===== src/bdt_pkg.sv =====
// ----------------------------------------------------------------
// constants for the break, dead-time and output control block
// ----------------------------------------------------------------
package bdt_pkg;

  // ------------------------------------------------------------
  // sizes
  // ------------------------------------------------------------
  localparam int NCH = 3;
  localparam int ADDR_W = 12;
  localparam int DT_W = 10;

  // ------------------------------------------------------------
  // register byte offsets
  // ------------------------------------------------------------
  localparam logic [11:0] OFS_CLOCK_CTRL = 12'h000;
  localparam logic [11:0] OFS_TIMER_CONTROL_TWO = 12'h004;
  localparam logic [11:0] OFS_CHANNEL_MODE_REG = 12'h018;
  localparam logic [11:0] OFS_CHANNEL_ENABLE_REG = 12'h020;
  localparam logic [11:0] OFS_BREAK_DEADTIME_CTRL = 12'h044;

  // ------------------------------------------------------------
  // break_deadtime_ctrl field positions
  // ------------------------------------------------------------
  localparam int DTS_LSB = 0;
  localparam int LOCK_LSB = 8;
  localparam int IDLE_SEL_BIT = 10;
  localparam int RUN_SEL_BIT = 11;
  localparam int BRK_EN_BIT = 12;
  localparam int BRK_POL_BIT = 13;
  localparam int AUTO_OE_BIT = 14;
  localparam int MOE_BIT = 15;

  // ------------------------------------------------------------
  // other field positions and widths
  // ------------------------------------------------------------
  localparam int CLK_DIV_LSB = 8;
  localparam int CCEN_STRIDE = 4;
  localparam int CCM_STRIDE = 8;
  localparam int CCM_PRELOAD_BIT = 3;
  localparam int CCM_MODE_LSB = 4;

  // ------------------------------------------------------------
  // reset values and lock levels
  // ------------------------------------------------------------
  localparam logic [15:0] BDT_RESET = 16'h0000;
  localparam logic [1:0] LOCK_NONE = 2'h0;
  localparam logic [1:0] LOCK_ONE = 2'h1;
  localparam logic [1:0] LOCK_TWO = 2'h2;
  localparam logic [1:0] LOCK_THREE = 2'h3;

  // ------------------------------------------------------------
  // dead-time decode bases
  // ------------------------------------------------------------
  localparam logic [DT_W-1:0] DT_BASE_64 = 10'h040;
  localparam logic [DT_W-1:0] DT_BASE_32 = 10'h020;

endpackage


===== src/break_deadtime_output_ctrl.sv =====
// How it works
// dead time decodes from the 8-bit setting in four ranges of tick multiples.
// dead-time setting ignores writes at lock level one, two or three.
// lock level zero leaves every protectable bit freely writable.
// level one freezes dead time, break enable, polarity, auto enable, idle levels.
// level two also freezes channel polarities and both off-state selects.
// level three also freezes compare mode and compare preload fields.
// lock field takes exactly one write after reset, then is frozen.
// software sets all lockable fields in the first register write.
// idle with enable rising: select zero disables, one drives inactive then idle.
// run with enable rising: select zero disables, one drives polarity inactive level.
// break acts only when enabled; polarity picks its active level.
// a new break polarity is used one bus clock after the write.
// auto enable lets an update event set main output enable without break.
// main output enable zero idles outputs; one drives each enabled output.
// an active break clears main output enable without waiting for a clock.
// tick comes from clock division; dead time delays each active edge.
//
// Added by the designer: register access over APB.
`timescale 1ns/10ps
`default_nettype none
module break_deadtime_output_ctrl (
  // apb clock and reset
  input wire logic pclk,
  input wire logic presetn,
  // apb slave
  input wire logic [bdt_pkg::ADDR_W-1:0] paddr,
  input wire logic psel,
  input wire logic penable,
  input wire logic pwrite,
  input wire logic [31:0] pwdata,
  output logic [31:0] prdata,
  output logic pready,
  output logic pslverr,
  // timer core side
  input wire logic [bdt_pkg::NCH-1:0] pwm_ref,
  input wire logic update_event,
  output logic [bdt_pkg::NCH*3-1:0] compare_mode,
  output logic [bdt_pkg::NCH-1:0] compare_preload_en,
  // fault pin
  input wire logic break_input,
  // power stage pins
  output logic [bdt_pkg::NCH-1:0] channel_out_true,
  output logic [bdt_pkg::NCH-1:0] channel_out_true_oe,
  output logic [bdt_pkg::NCH-1:0] channel_out_complement,
  output logic [bdt_pkg::NCH-1:0] channel_out_complement_oe,
  output logic main_output_enable
);
  import bdt_pkg::*;

  // ------------------------------------------------------------
  // state
  // ------------------------------------------------------------
  typedef struct packed {
    logic brk_s1;
    logic brk_s2;
    logic moe;
    logic auto_oe;
    logic brk_en;
    logic brk_pol;
    logic brk_pol_used;
    logic idle_sel;
    logic run_sel;
    logic [7:0] deadtime_setting;
    logic [1:0] lock;
    logic lock_done;
    logic [NCH*2-1:0] idle_lvl;
    logic [NCH*CCEN_STRIDE-1:0] ccen;
    logic [NCH*CCM_STRIDE-1:0] ccm;
    logic [1:0] clk_div;
    logic [1:0] tick_cnt;
    logic [NCH*DT_W-1:0] dt_cnt;
    logic [NCH-1:0] ref_prev;
    logic [NCH-1:0] en_prev;
    logic moe_prev;
    logic [31:0] rdata;
  } state_type;

  state_type st_q;
  state_type st_d;
  logic brk_now;
  logic moe_eff;
  logic wr;
  logic bdt_wr;
  logic tick;
  logic [DT_W-1:0] dt_len;
  logic [NCH-1:0] dt_load;
  logic [NCH-1:0] dt_busy;

  // ------------------------------------------------------------
  // helpers
  // ------------------------------------------------------------
  function automatic logic hit(input logic [ADDR_W-1:0] a, input logic [11:0] ofs);
    hit = ({a[ADDR_W-1:2], 2'b00} == ofs);
  endfunction

  // dead-time decode
  function automatic logic [DT_W-1:0] dt_ticks(input logic [7:0] s);
    logic [DT_W-1:0] v;
    v = '0;
    if (!s[7]) begin
      v = {2'b00, s};
    end else if (!s[6]) begin
      v = ({4'b0000, s[5:0]} + DT_BASE_64) << 1;
    end else if (!s[5]) begin
      v = ({5'b00000, s[4:0]} + DT_BASE_32) << 3;
    end else begin
      v = ({5'b00000, s[4:0]} + DT_BASE_32) << 4;
    end
    return v;
  endfunction

  // ------------------------------------------------------------
  // async break path
  // ------------------------------------------------------------
  // enable and polarity
  // raw pin gates the enable with no clock in between
  assign brk_now = st_q.brk_en & (break_input == st_q.brk_pol_used);
  assign moe_eff = st_q.moe & ~brk_now;
  assign main_output_enable = moe_eff;

  assign wr = psel & penable & pwrite;
  assign bdt_wr = wr & hit(paddr, OFS_BREAK_DEADTIME_CTRL);
  assign dt_len = dt_ticks(st_q.deadtime_setting);
  // gap starts at edge, else a one-clock overlap slips out
  for (genvar g = 0; g < NCH; g++) begin : g_dead
    assign dt_load[g] = (pwm_ref[g] != st_q.ref_prev[g]) || (moe_eff != st_q.moe_prev) ||
                        ((st_q.ccen[g*CCEN_STRIDE] | st_q.ccen[g*CCEN_STRIDE+2]) &&
                         !st_q.en_prev[g]);
    assign dt_busy[g] = (dt_load[g] && dt_len != '0) || (st_q.dt_cnt[g*DT_W +: DT_W] != '0);
  end
  // tick from clock division
  assign tick = (st_q.clk_div == 2'h0) ||
                (st_q.clk_div == 2'h1 && st_q.tick_cnt[0]) ||
                (st_q.clk_div[1] && st_q.tick_cnt == 2'h3);

  // ------------------------------------------------------------
  // apb slave
  // ------------------------------------------------------------
  // zero wait states; read data captured in the setup cycle
  assign pready = 1'b1;
  assign pslverr = psel & penable & ~(hit(paddr, OFS_CLOCK_CTRL) |
                   hit(paddr, OFS_TIMER_CONTROL_TWO) | hit(paddr, OFS_CHANNEL_MODE_REG) |
                   hit(paddr, OFS_CHANNEL_ENABLE_REG) | hit(paddr, OFS_BREAK_DEADTIME_CTRL));
  assign prdata = st_q.rdata;

  // ------------------------------------------------------------
  // next state
  // ------------------------------------------------------------
  always_comb begin
    st_d = st_q;
    st_d.brk_s1 = break_input;
    st_d.brk_s2 = st_q.brk_s1;
    // polarity used one clock late
    st_d.brk_pol_used = st_q.brk_pol;
    st_d.moe_prev = moe_eff;
    st_d.ref_prev = pwm_ref;
    for (int i = 0; i < NCH; i++) begin
      st_d.en_prev[i] = st_q.ccen[i*CCEN_STRIDE] | st_q.ccen[i*CCEN_STRIDE+2];
    end

    if (psel && !penable) begin
      st_d.rdata = 32'h0000_0000;
      if (hit(paddr, OFS_BREAK_DEADTIME_CTRL)) begin
        st_d.rdata[15:0] = {st_q.moe, st_q.auto_oe, st_q.brk_pol, st_q.brk_en,
                            st_q.run_sel, st_q.idle_sel, st_q.lock, st_q.deadtime_setting};
      end else if (hit(paddr, OFS_TIMER_CONTROL_TWO)) begin
        st_d.rdata[NCH*2-1:0] = st_q.idle_lvl;
      end else if (hit(paddr, OFS_CHANNEL_ENABLE_REG)) begin
        st_d.rdata[NCH*CCEN_STRIDE-1:0] = st_q.ccen;
      end else if (hit(paddr, OFS_CHANNEL_MODE_REG)) begin
        st_d.rdata[NCH*CCM_STRIDE-1:0] = st_q.ccm;
      end else if (hit(paddr, OFS_CLOCK_CTRL)) begin
        st_d.rdata[CLK_DIV_LSB+1:CLK_DIV_LSB] = st_q.clk_div;
      end
    end

    if (bdt_wr) begin
      // no protection at level zero
      // dead time frozen from level one
      if (st_q.lock == LOCK_NONE) begin
        st_d.deadtime_setting = pwdata[DTS_LSB+7:DTS_LSB];
        // level one set
        st_d.brk_en = pwdata[BRK_EN_BIT];
        st_d.brk_pol = pwdata[BRK_POL_BIT];
        st_d.auto_oe = pwdata[AUTO_OE_BIT];
      end
      // off-state selects frozen from level two
      if (st_q.lock == LOCK_NONE || st_q.lock == LOCK_ONE) begin
        st_d.idle_sel = pwdata[IDLE_SEL_BIT];
        st_d.run_sel = pwdata[RUN_SEL_BIT];
      end
      // lock field written once
      if (!st_q.lock_done) begin
        st_d.lock = pwdata[LOCK_LSB+1:LOCK_LSB];
        st_d.lock_done = 1'b1;
      end
    end
    if (wr && hit(paddr, OFS_TIMER_CONTROL_TWO) && st_q.lock == LOCK_NONE) begin
      // idle levels frozen from level one
      st_d.idle_lvl = pwdata[NCH*2-1:0];
    end
    if (wr && hit(paddr, OFS_CHANNEL_ENABLE_REG)) begin
      for (int i = 0; i < NCH; i++) begin
        st_d.ccen[i*CCEN_STRIDE] = pwdata[i*CCEN_STRIDE];
        st_d.ccen[i*CCEN_STRIDE+2] = pwdata[i*CCEN_STRIDE+2];
        // polarity bits frozen from level two
        if (st_q.lock == LOCK_NONE || st_q.lock == LOCK_ONE) begin
          st_d.ccen[i*CCEN_STRIDE+1] = pwdata[i*CCEN_STRIDE+1];
          st_d.ccen[i*CCEN_STRIDE+3] = pwdata[i*CCEN_STRIDE+3];
        end
      end
    end
    // compare fields frozen at level three
    if (wr && hit(paddr, OFS_CHANNEL_MODE_REG) && st_q.lock != LOCK_THREE) begin
      st_d.ccm = pwdata[NCH*CCM_STRIDE-1:0];
    end
    if (wr && hit(paddr, OFS_CLOCK_CTRL)) begin
      st_d.clk_div = pwdata[CLK_DIV_LSB+1:CLK_DIV_LSB];
    end

    // synced break also clears the stored bit, so it stays cleared
    if (st_q.brk_en && (st_q.brk_s2 == st_q.brk_pol_used)) begin
      st_d.moe = 1'b0;
    end else if (bdt_wr) begin
      st_d.moe = pwdata[MOE_BIT];
    // re-arm on update event
    end else if (st_q.auto_oe && update_event && !brk_now) begin
      st_d.moe = 1'b1;
    end

    // tick prescaler
    st_d.tick_cnt = tick ? 2'h0 : st_q.tick_cnt + 2'h1;
    for (int i = 0; i < NCH; i++) begin
      // reload on any edge
      if (dt_load[i]) begin
        st_d.dt_cnt[i*DT_W +: DT_W] = dt_len;
      end else if (tick && st_q.dt_cnt[i*DT_W +: DT_W] != '0) begin
        st_d.dt_cnt[i*DT_W +: DT_W] = st_q.dt_cnt[i*DT_W +: DT_W] - 10'h001;
      end
    end
  end

  always_ff @(posedge pclk or negedge presetn) begin
    if (!presetn) begin
      st_q <= '0;
    end else begin
      st_q <= st_d;
    end
  end

  // ------------------------------------------------------------
  // output stage
  // ------------------------------------------------------------
  // combinational so that a break takes the pins at once
  always_comb begin
    channel_out_true = '0;
    channel_out_true_oe = '0;
    channel_out_complement = '0;
    channel_out_complement_oe = '0;
    for (int i = 0; i < NCH; i++) begin
      if (moe_eff) begin
        // run drives enabled outputs
        // active edges wait out the dead time
        if (st_q.ccen[i*CCEN_STRIDE]) begin
          channel_out_true_oe[i] = 1'b1;
          channel_out_true[i] = (pwm_ref[i] & ~dt_busy[i]) ^
                                st_q.ccen[i*CCEN_STRIDE+1];
        end else if (st_q.run_sel) begin
          // polarity-adjusted inactive level
          channel_out_true_oe[i] = 1'b1;
          channel_out_true[i] = st_q.ccen[i*CCEN_STRIDE+1];
        end
        if (st_q.ccen[i*CCEN_STRIDE+2]) begin
          channel_out_complement_oe[i] = 1'b1;
          channel_out_complement[i] = (~pwm_ref[i] & ~dt_busy[i]) ^
                                      st_q.ccen[i*CCEN_STRIDE+3];
        end else if (st_q.run_sel) begin
          channel_out_complement_oe[i] = 1'b1;
          channel_out_complement[i] = st_q.ccen[i*CCEN_STRIDE+3];
        end
      end else if (st_q.idle_sel) begin
        // inactive through dead time, then idle level
        if (st_q.ccen[i*CCEN_STRIDE]) begin
          channel_out_true_oe[i] = 1'b1;
          channel_out_true[i] = dt_busy[i] ?
                                st_q.ccen[i*CCEN_STRIDE+1] : st_q.idle_lvl[i*2];
        end
        if (st_q.ccen[i*CCEN_STRIDE+2]) begin
          channel_out_complement_oe[i] = 1'b1;
          channel_out_complement[i] = dt_busy[i] ?
                                      st_q.ccen[i*CCEN_STRIDE+3] : st_q.idle_lvl[i*2+1];
        end
      end
    end
  end

  for (genvar g = 0; g < NCH; g++) begin : g_ccm
    assign compare_mode[g*3 +: 3] = st_q.ccm[g*CCM_STRIDE+CCM_MODE_LSB +: 3];
    assign compare_preload_en[g] = st_q.ccm[g*CCM_STRIDE+CCM_PRELOAD_BIT];
  end

  // ------------------------------------------------------------
  // assertions
  // ------------------------------------------------------------
  dt_decode_a: assert property (@(posedge pclk) disable iff (!presetn)
    ($changed(pwm_ref[0])) |=> st_q.dt_cnt[DT_W-1:0] == $past(dt_len))
    else $error("dead time not loaded from decoded setting");
  dts_lock_a: assert property (@(posedge pclk) disable iff (!presetn)
    (bdt_wr && st_q.lock != LOCK_NONE) |=> $stable(st_q.deadtime_setting))
    else $error("dead time changed while locked");
  free_write_a: assert property (@(posedge pclk) disable iff (!presetn)
    (bdt_wr && st_q.lock == LOCK_NONE) |=>
    (st_q.deadtime_setting == $past(pwdata[7:0]) && st_q.brk_en == $past(pwdata[BRK_EN_BIT])))
    else $error("unlocked write not stored");
  level_one_a: assert property (@(posedge pclk) disable iff (!presetn)
    (st_q.lock != LOCK_NONE && wr) |=> $stable({st_q.brk_en, st_q.brk_pol,
    st_q.auto_oe, st_q.idle_lvl}))
    else $error("level one bit changed");
  level_two_a: assert property (@(posedge pclk) disable iff (!presetn)
    (st_q.lock[1] && wr) |=> $stable({st_q.idle_sel, st_q.run_sel,
    st_q.ccen[1], st_q.ccen[3]}))
    else $error("level two bit changed");
  level_three_a: assert property (@(posedge pclk) disable iff (!presetn)
    (st_q.lock == LOCK_THREE && wr) |=> $stable(st_q.ccm))
    else $error("compare fields changed at level three");
  lock_once_a: assert property (@(posedge pclk) disable iff (!presetn)
    (st_q.lock_done && bdt_wr) |=> $stable(st_q.lock))
    else $error("lock field rewritten");
  idle_off_a: assert property (@(posedge pclk) disable iff (!presetn)
    (!moe_eff && !st_q.idle_sel) |-> (channel_out_true_oe == '0 &&
    channel_out_complement_oe == '0))
    else $error("idle outputs driven with select zero");
  run_off_a: assert property (@(posedge pclk) disable iff (!presetn)
    (moe_eff && st_q.run_sel && !st_q.ccen[0]) |->
    (channel_out_true_oe[0] && channel_out_true[0] == st_q.ccen[1]))
    else $error("run off-state level wrong");
  pol_delay_a: assert property (@(posedge pclk) disable iff (!presetn)
    $changed(st_q.brk_pol) |-> (st_q.brk_pol_used != st_q.brk_pol) ##1
    (st_q.brk_pol_used == $past(st_q.brk_pol)))
    else $error("polarity not delayed one clock");
  auto_set_a: assert property (@(posedge pclk) disable iff (!presetn)
    (!st_q.auto_oe && !bdt_wr) |=> !$rose(st_q.moe))
    else $error("output enable set without software");
  break_clear_a: assert property (@(posedge pclk) disable iff (!presetn)
    brk_now |-> !main_output_enable ##3 (!st_q.moe || !st_q.brk_en ||
    $past(bdt_wr) || $past(update_event)))
    else $error("break did not clear output enable");

endmodule // break_deadtime_output_ctrl
`default_nettype wire


===== config.mk =====
export PLATFORM = sky130hd
export DESIGN_NAME = break_deadtime_output_ctrl
export DESIGN_NICKNAME = d
export VERILOG_FILES = /design/src/bdt_pkg.sv /design/src/break_deadtime_output_ctrl.sv
export SDC_FILE = /design/constraint.sdc
export NUM_CORES = 1
export LEC_CHECK = 0
export BUFFER_PORTS_ARGS = -buffer_cell sky130_fd_sc_hd__buf_4
export CAP_MARGIN = 20
export CORE_ASPECT_RATIO = 1.1
export CORE_MARGIN = 4
export CORE_UTILIZATION = 30
export CTS_BUF_LIST = sky130_fd_sc_hd__clkbuf_2
export DETAILED_ROUTE_END_ITERATION = 12
export GPL_TIMING_DRIVEN = 0
export HOLD_SLACK_MARGIN = 0.05
export PLACE_DENSITY_LB_ADDON = 0.15
export SLEW_MARGIN = 20
export SYNTH_ARGS = -nofsm -noshare
export SYNTH_HDL_FRONTEND = slang
export SYNTH_SLANG_ARGS = --single-unit

===== constraint.sdc =====
create_clock -name pclk -period 5.3 [get_ports pclk]
set_input_delay 0 -clock pclk [delete_from_list [all_inputs] [get_ports pclk]]
set_output_delay 0 -clock pclk [all_outputs]
set_load 0.01 [all_outputs]

==> Word level (Yosys, flattened, before mapping) <==
Cells that the tools add are included.
{ "word_totals": {"reg_bits": 127, "latch_bits": 0, "ramBits": 0, "mem_bits_ro": 0, "inputBits": 54, "output_inout_bits": 59, "n_memories": 0} }
{ "op_classes": {"addsub": 6, "mul": 0, "div": 0, "n_lt_le_gt_ge": 0, "n_eq_ne": 14, "shifts": 0, "n_mux": 84, "bitwise": 34, "n_reduce_logical": 53} }
{ "op_table": {"columns": ["operator", "count"], "rows": [
  ["$mux 10", 9],
  ["$mux 1", 64],
  ["$reduce_bool 10->1", 4],
  ["$sub 10x1->10 const B", 3],
  ["$mux 12", 2],
  ["$logic_and 1x1->1", 21],
  ["$mux 18", 1],
  ["$mux 16", 1],
  ["$mux 8", 2],
  ["$mux 14", 1],
  ["$and 1x1->1", 12],
  ["$logic_or 1x1->1", 12],
  ["$eq 10x1->1 const B", 1],
  ["$eq 10x3->1 const B", 1],
  ["$eq 10x4->1 const B", 1],
  ["$eq 10x5->1 const B", 1],
  ["$logic_not 10->1", 1],
  ["$not 1->1", 9],
  ["$add 6x7->8 const B", 1],
  ["$reduce_and 2->1", 4],
  ["$add 5x6->7 const B", 1],
  ["$or 1x1->1", 7],
  ["$mux 2", 3],
  ["$mux 6", 1],
  ["11 further kinds", 28]
]} }

==> Longest topological paths before layout <==
{ "logic_depth": {"depth_word": 14, "depth_mapped": 10, "ltp_nobuf": 8} }

==> Worst setup path after synthesis <==
No wires, ideal clock.
{ "synth_path": {"path_type": "register to output", "from": "reg st_q[45] (netlist name)", "to": "out channel_out_complement[0] (netlist name)", "arrival_time_ns": 2.596, "required_time_ns": 5.300, "setup_slack_ns": 2.704, "stages_incl_launch_ff": 7, "path_buffers": 0, "cell_sequence": "dfrtp_1 > or3_1 > or3_1 > or4_1 > or4_1 > and3_1 > o32ai_1"} }
{ "synth_between": {"elab_chain_len": 7, "word_cells_on_any_way": 10, "cone_classes": "5 x mux; 3 x bitwise; 2 x reduce/logical"} }
{ "synth_rtl": {"columns": ["element", "line_no", "source"], "rows": [
  ["start, declared", "break_deadtime_output_ctrl.sv:79", "state_type st_q;"],
  ["start signal, assigned", "break_deadtime_output_ctrl.sv:248", "st_q <= st_d;"],
  ["$reduce_bool 10->1 *", "break_deadtime_output_ctrl.sv:130", "assign dt_busy[g] = (dt_load[g] && dt_len != '0) || (st_q.dt_cnt[g*DT_W +: DT_W] != '0);"],
  ["$logic_or 1x1->1 *", "break_deadtime_output_ctrl.sv:130", null],
  ["$not 1->1", "break_deadtime_output_ctrl.sv:276", "channel_out_complement[i] = (~pwm_ref[i] & ~dt_busy[i]) ^"],
  ["$and 1x1->1", "break_deadtime_output_ctrl.sv:276", null],
  ["$xor 1x1->1", "break_deadtime_output_ctrl.sv:276", null],
  ["$mux 1", "break_deadtime_output_ctrl.sv:274", "if (st_q.ccen[i*CCEN_STRIDE+2]) begin"],
  ["$mux 1 *", "break_deadtime_output_ctrl.sv:262", "if (moe_eff) begin"],
  ["end, declared", "break_deadtime_output_ctrl.sv:45", "output logic [bdt_pkg::NCH-1:0] channel_out_complement,"]
]} }
Mark *: on every way between the ends. The rest lies on a longest branch, timed or not.

==> Worst setup path after layout <==
{ "layout_path": {"from": "reg st_q[44] (netlist name)", "to": "out channel_out_true[0] (netlist name)"} }
{ "layout_between": {"elab_chain_len": 7, "word_cells_on_any_way": 10, "cone_classes": "5 x mux; 3 x bitwise; 2 x reduce/logical"} }
{ "layout_rtl": {"columns": ["element", "line_no", "source"], "rows": [
  ["$reduce_bool 10->1 *", "break_deadtime_output_ctrl.sv:130", null],
  ["$logic_or 1x1->1 *", "break_deadtime_output_ctrl.sv:130", null],
  ["$not 1->1", "break_deadtime_output_ctrl.sv:267", "channel_out_true[i] = (pwm_ref[i] & ~dt_busy[i]) ^"],
  ["$and 1x1->1", "break_deadtime_output_ctrl.sv:267", null],
  ["$xor 1x1->1", "break_deadtime_output_ctrl.sv:267", null],
  ["$mux 1", "break_deadtime_output_ctrl.sv:265", "if (st_q.ccen[i*CCEN_STRIDE]) begin"],
  ["$mux 1 *", "break_deadtime_output_ctrl.sv:262", null],
  ["end, declared", "break_deadtime_output_ctrl.sv:43", "output logic [bdt_pkg::NCH-1:0] channel_out_true,"]
]} }
Marked as above.

==> results.json <==
{
  "status": "finished, final reports clean",
  "worst_pin_slew_ps": 1040,
  "p_leak_uw": 0.00413,
  "hold_viol_final": 0,
  "dp.final_hpwl_um": 14400,
  "ys_types": 57,
  "area_delta_synth_final_pct": 31.7,
  "drive_gt1_frac": 0.276,
  "antenna_found_initial": 1,
  "fp.dieH_um": 165,
  "wl_per_cell_um": 17.0,
  "seq_area_frac_synth": 0.474,
  "rsz0062_at_grt": "no",
  "drc": 0,
  "async_flop_share": 1.00,
  "cts_root_buf": "clkbuf_2",
  "cts-resized-gates": 0,
  "ioPinCount": 113,
  "grt_pass1_wl_um": 30700,
  "yosys.area.top_type_share": 0.474,
  "vias_per_cell": 4.85,
  "nNetsFinal": 908,
  "rrSetupSlack_ps": 2780,
  "layout_min_cycle_time_ps": 3720,
  "wl_um": 19700,
  "synth.largest_area_cell": "dfrtp_1",
  "die_w_um": 151,
  "synth_edf_count": 0,
  "mostFrequentLayoutCell": "buf_4",
  "drtPass1Iterations": 5,
  "endpoint_kind": "output port",
  "setup_viol_count_final": 0,
  "cts_tree": "done",
  "gp_congestion": 0.832,
  "arrival_ps": 3720,
  "drt_iter0_markers": 288,
  "critPathMaxFanout": 5,
  "syn-instance-count": 655,
  "path_class": "register to output port",
  "setup.worst_path.start_class": "register",
  "first_global_vias": 5654,
  "design.core.area_mm2": 0.0220,
  "gr-total-overflow": 0,
  "ys_warn_count": 0,
  "synthesis.area_mm2": 0.00671,
  "rows": 57,
  "finClkSkew_ps": 51.1,
  "grt_max_degree": 97,
  "final_cell_mix": "buf_4, dfrtp_1, dlygate4sd3_1, mux2_2, nand2_1",
  "post_dp_cell_area_mm2": 0.00784,
  "ant_nets": 0,
  "clk_path_buf_depth": 2,
  "ys.flop_type": "dfrtp_1",
  "portBuffers": 93,
  "ys_seq_elements": 127,
  "clk-insertion-delay-late_ps": 740,
  "slew_headroom": 0.302,
  "cts_buffers": 17,
  "post_cts_buffers": 0,
  "finish.utilization": 0.401,
  "grt_use_total": 0.162,
  "cap_violations": 0,
  "required_ps": 5300,
  "routed-via-count": 5605,
  "ys_top_cells_by_area": "dfrtp_1, mux2_2, buf_4, o21ai_0, nand2_1",
  "finalCritPeriodShare": 0.702,
  "max_freq_ghz": 0.269,
  "clk_pin_slew_worst_paths_ps": 230,
  "ctsHoldBuffers": 72,
  "setup_tns_ps": 0,
  "htree_levels": 4,
  "dieArea_mm2": 0.0248,
  "final_cell_area_mm2": 0.00883,
  "slew_viol_final": 0,
  "cts_num_sinks": 127,
  "ir_drop_mv": 0.126,
  "syn_avg_cell_area_um2": 10.2,
  "power_density_mw_per_mm2": 289,
  "hp-class": "input port to register",
  "start_util": 0.304
}
## path summary, 6_finish.rpt
check,from,depth (start not counted),endpoint
max in group asynchronous,presetn,4,prdata[0]
max reg2reg,st_q[40],8,st_q[44]
max,st_q[44],7,channel_out_true[0]
min reg2reg,st_d[133],0,st_q[133]
min,pwdata[0],3,st_q[118]
min in group asynchronous,presetn,4,st_q[65]
## registers in the layout, summed over array words and instances (netlist names)
signal              count
compare_mode            9
compare_preload_en      3
prdata                 24
st_d                    2
st_q                   89
## Yosys cell counts (9+ instances only)
library cell  count
nor3_1           16
nand3_1           9
clkbuf_1         25
nor2b_1          12
inv_1            20
mux2i_1          19
nand2_1          57
mux2_2           60
a21oi_1          24
and3_1            9
xnor2_1          20
o21ai_0          43
dfrtp_1         127
buf_4            45
nor2_1           40
## cells by family (layout without fill, tap and decap cells)
family | Yosys count | after routing | synth area share
adder cells (fa/ha/maj) | 7 | 7 | 0.0131
XOR/XNOR | 26 | 26 | 0.0339
multiplexers | 81 | 81 | 0.132
flip-flops | 127 | 127 | 0.474
buffers and inverters | 94 | 292 | 0.0782
other | 2 | 10 | 0.00112
AND/OR/NAND/NOR | 196 | 196 | 0.151
AO/OA/AOI/OAI | 122 | 122 | 0.117
## routing by layer
| layer | track usage | vias up | wire length [µm] |
|---|---|---|---|
| met1 | 0.196 | 2779 | 8160 |
| met4 | 0.0519 | 0 | 389 |
| met5 | 0 | - | 0 |
| met3 | 0.0343 | 28 | 760 |
| li1 | - | 2674 | - |
| met2 | 0.285 | 124 | 10400 |
## critical path, stage by stage (launching register included)
cell and delay, ps:
dfrtp_1 470, or3_1 420, or3_1 370, or4_1 590, or4_1 440, and3_1 200
o32ai_1 300, buf_4 190
## stage by stage
| stage | std cells | hold WS, ps | setup slack (ps) | total power (µW) |
|---|---|---|---|---|
| 2_1_floorplan | 662 | -296 | 2700 | 1670 |
| 3_3_place_gp | 1050 | 129 | 2460 | 1830 |
| 3_5_place_dp | 1051 | -116 | 2400 | 1860 |
| 4_1_cts | 1155 | 50.4 | 1510 | 2590 |
| 5_1_grt | 1156 | 50.9 | 1370 | 2720 |
| 6_report | 1156 | 102 | 1580 | 2550 |
## layout make-up
type                            instances  area, µm²
Antenna cell                            1       2.50
Buffer                                 74        449
Clock buffer                           19       95.1
Clock inverter                         13        170
Fill cell                            2178      13200
Inverter                               20       75.1
Multi-Input combinational cell        441       3030
Sequential cell                       127       3180
Tap cell                              295        369
Timing Repair Buffer                  166       1460
## where the power goes
| group | switching, µW | internal [µW] | total [µW] |
|---|---|---|---|
| registers | 94.3 | 1060 | 1160 |
| logic | 364 | 355 | 719 |
| clock network | 369 | 308 | 677 |
Note: power is estimated with default switching activity, not from simulation.
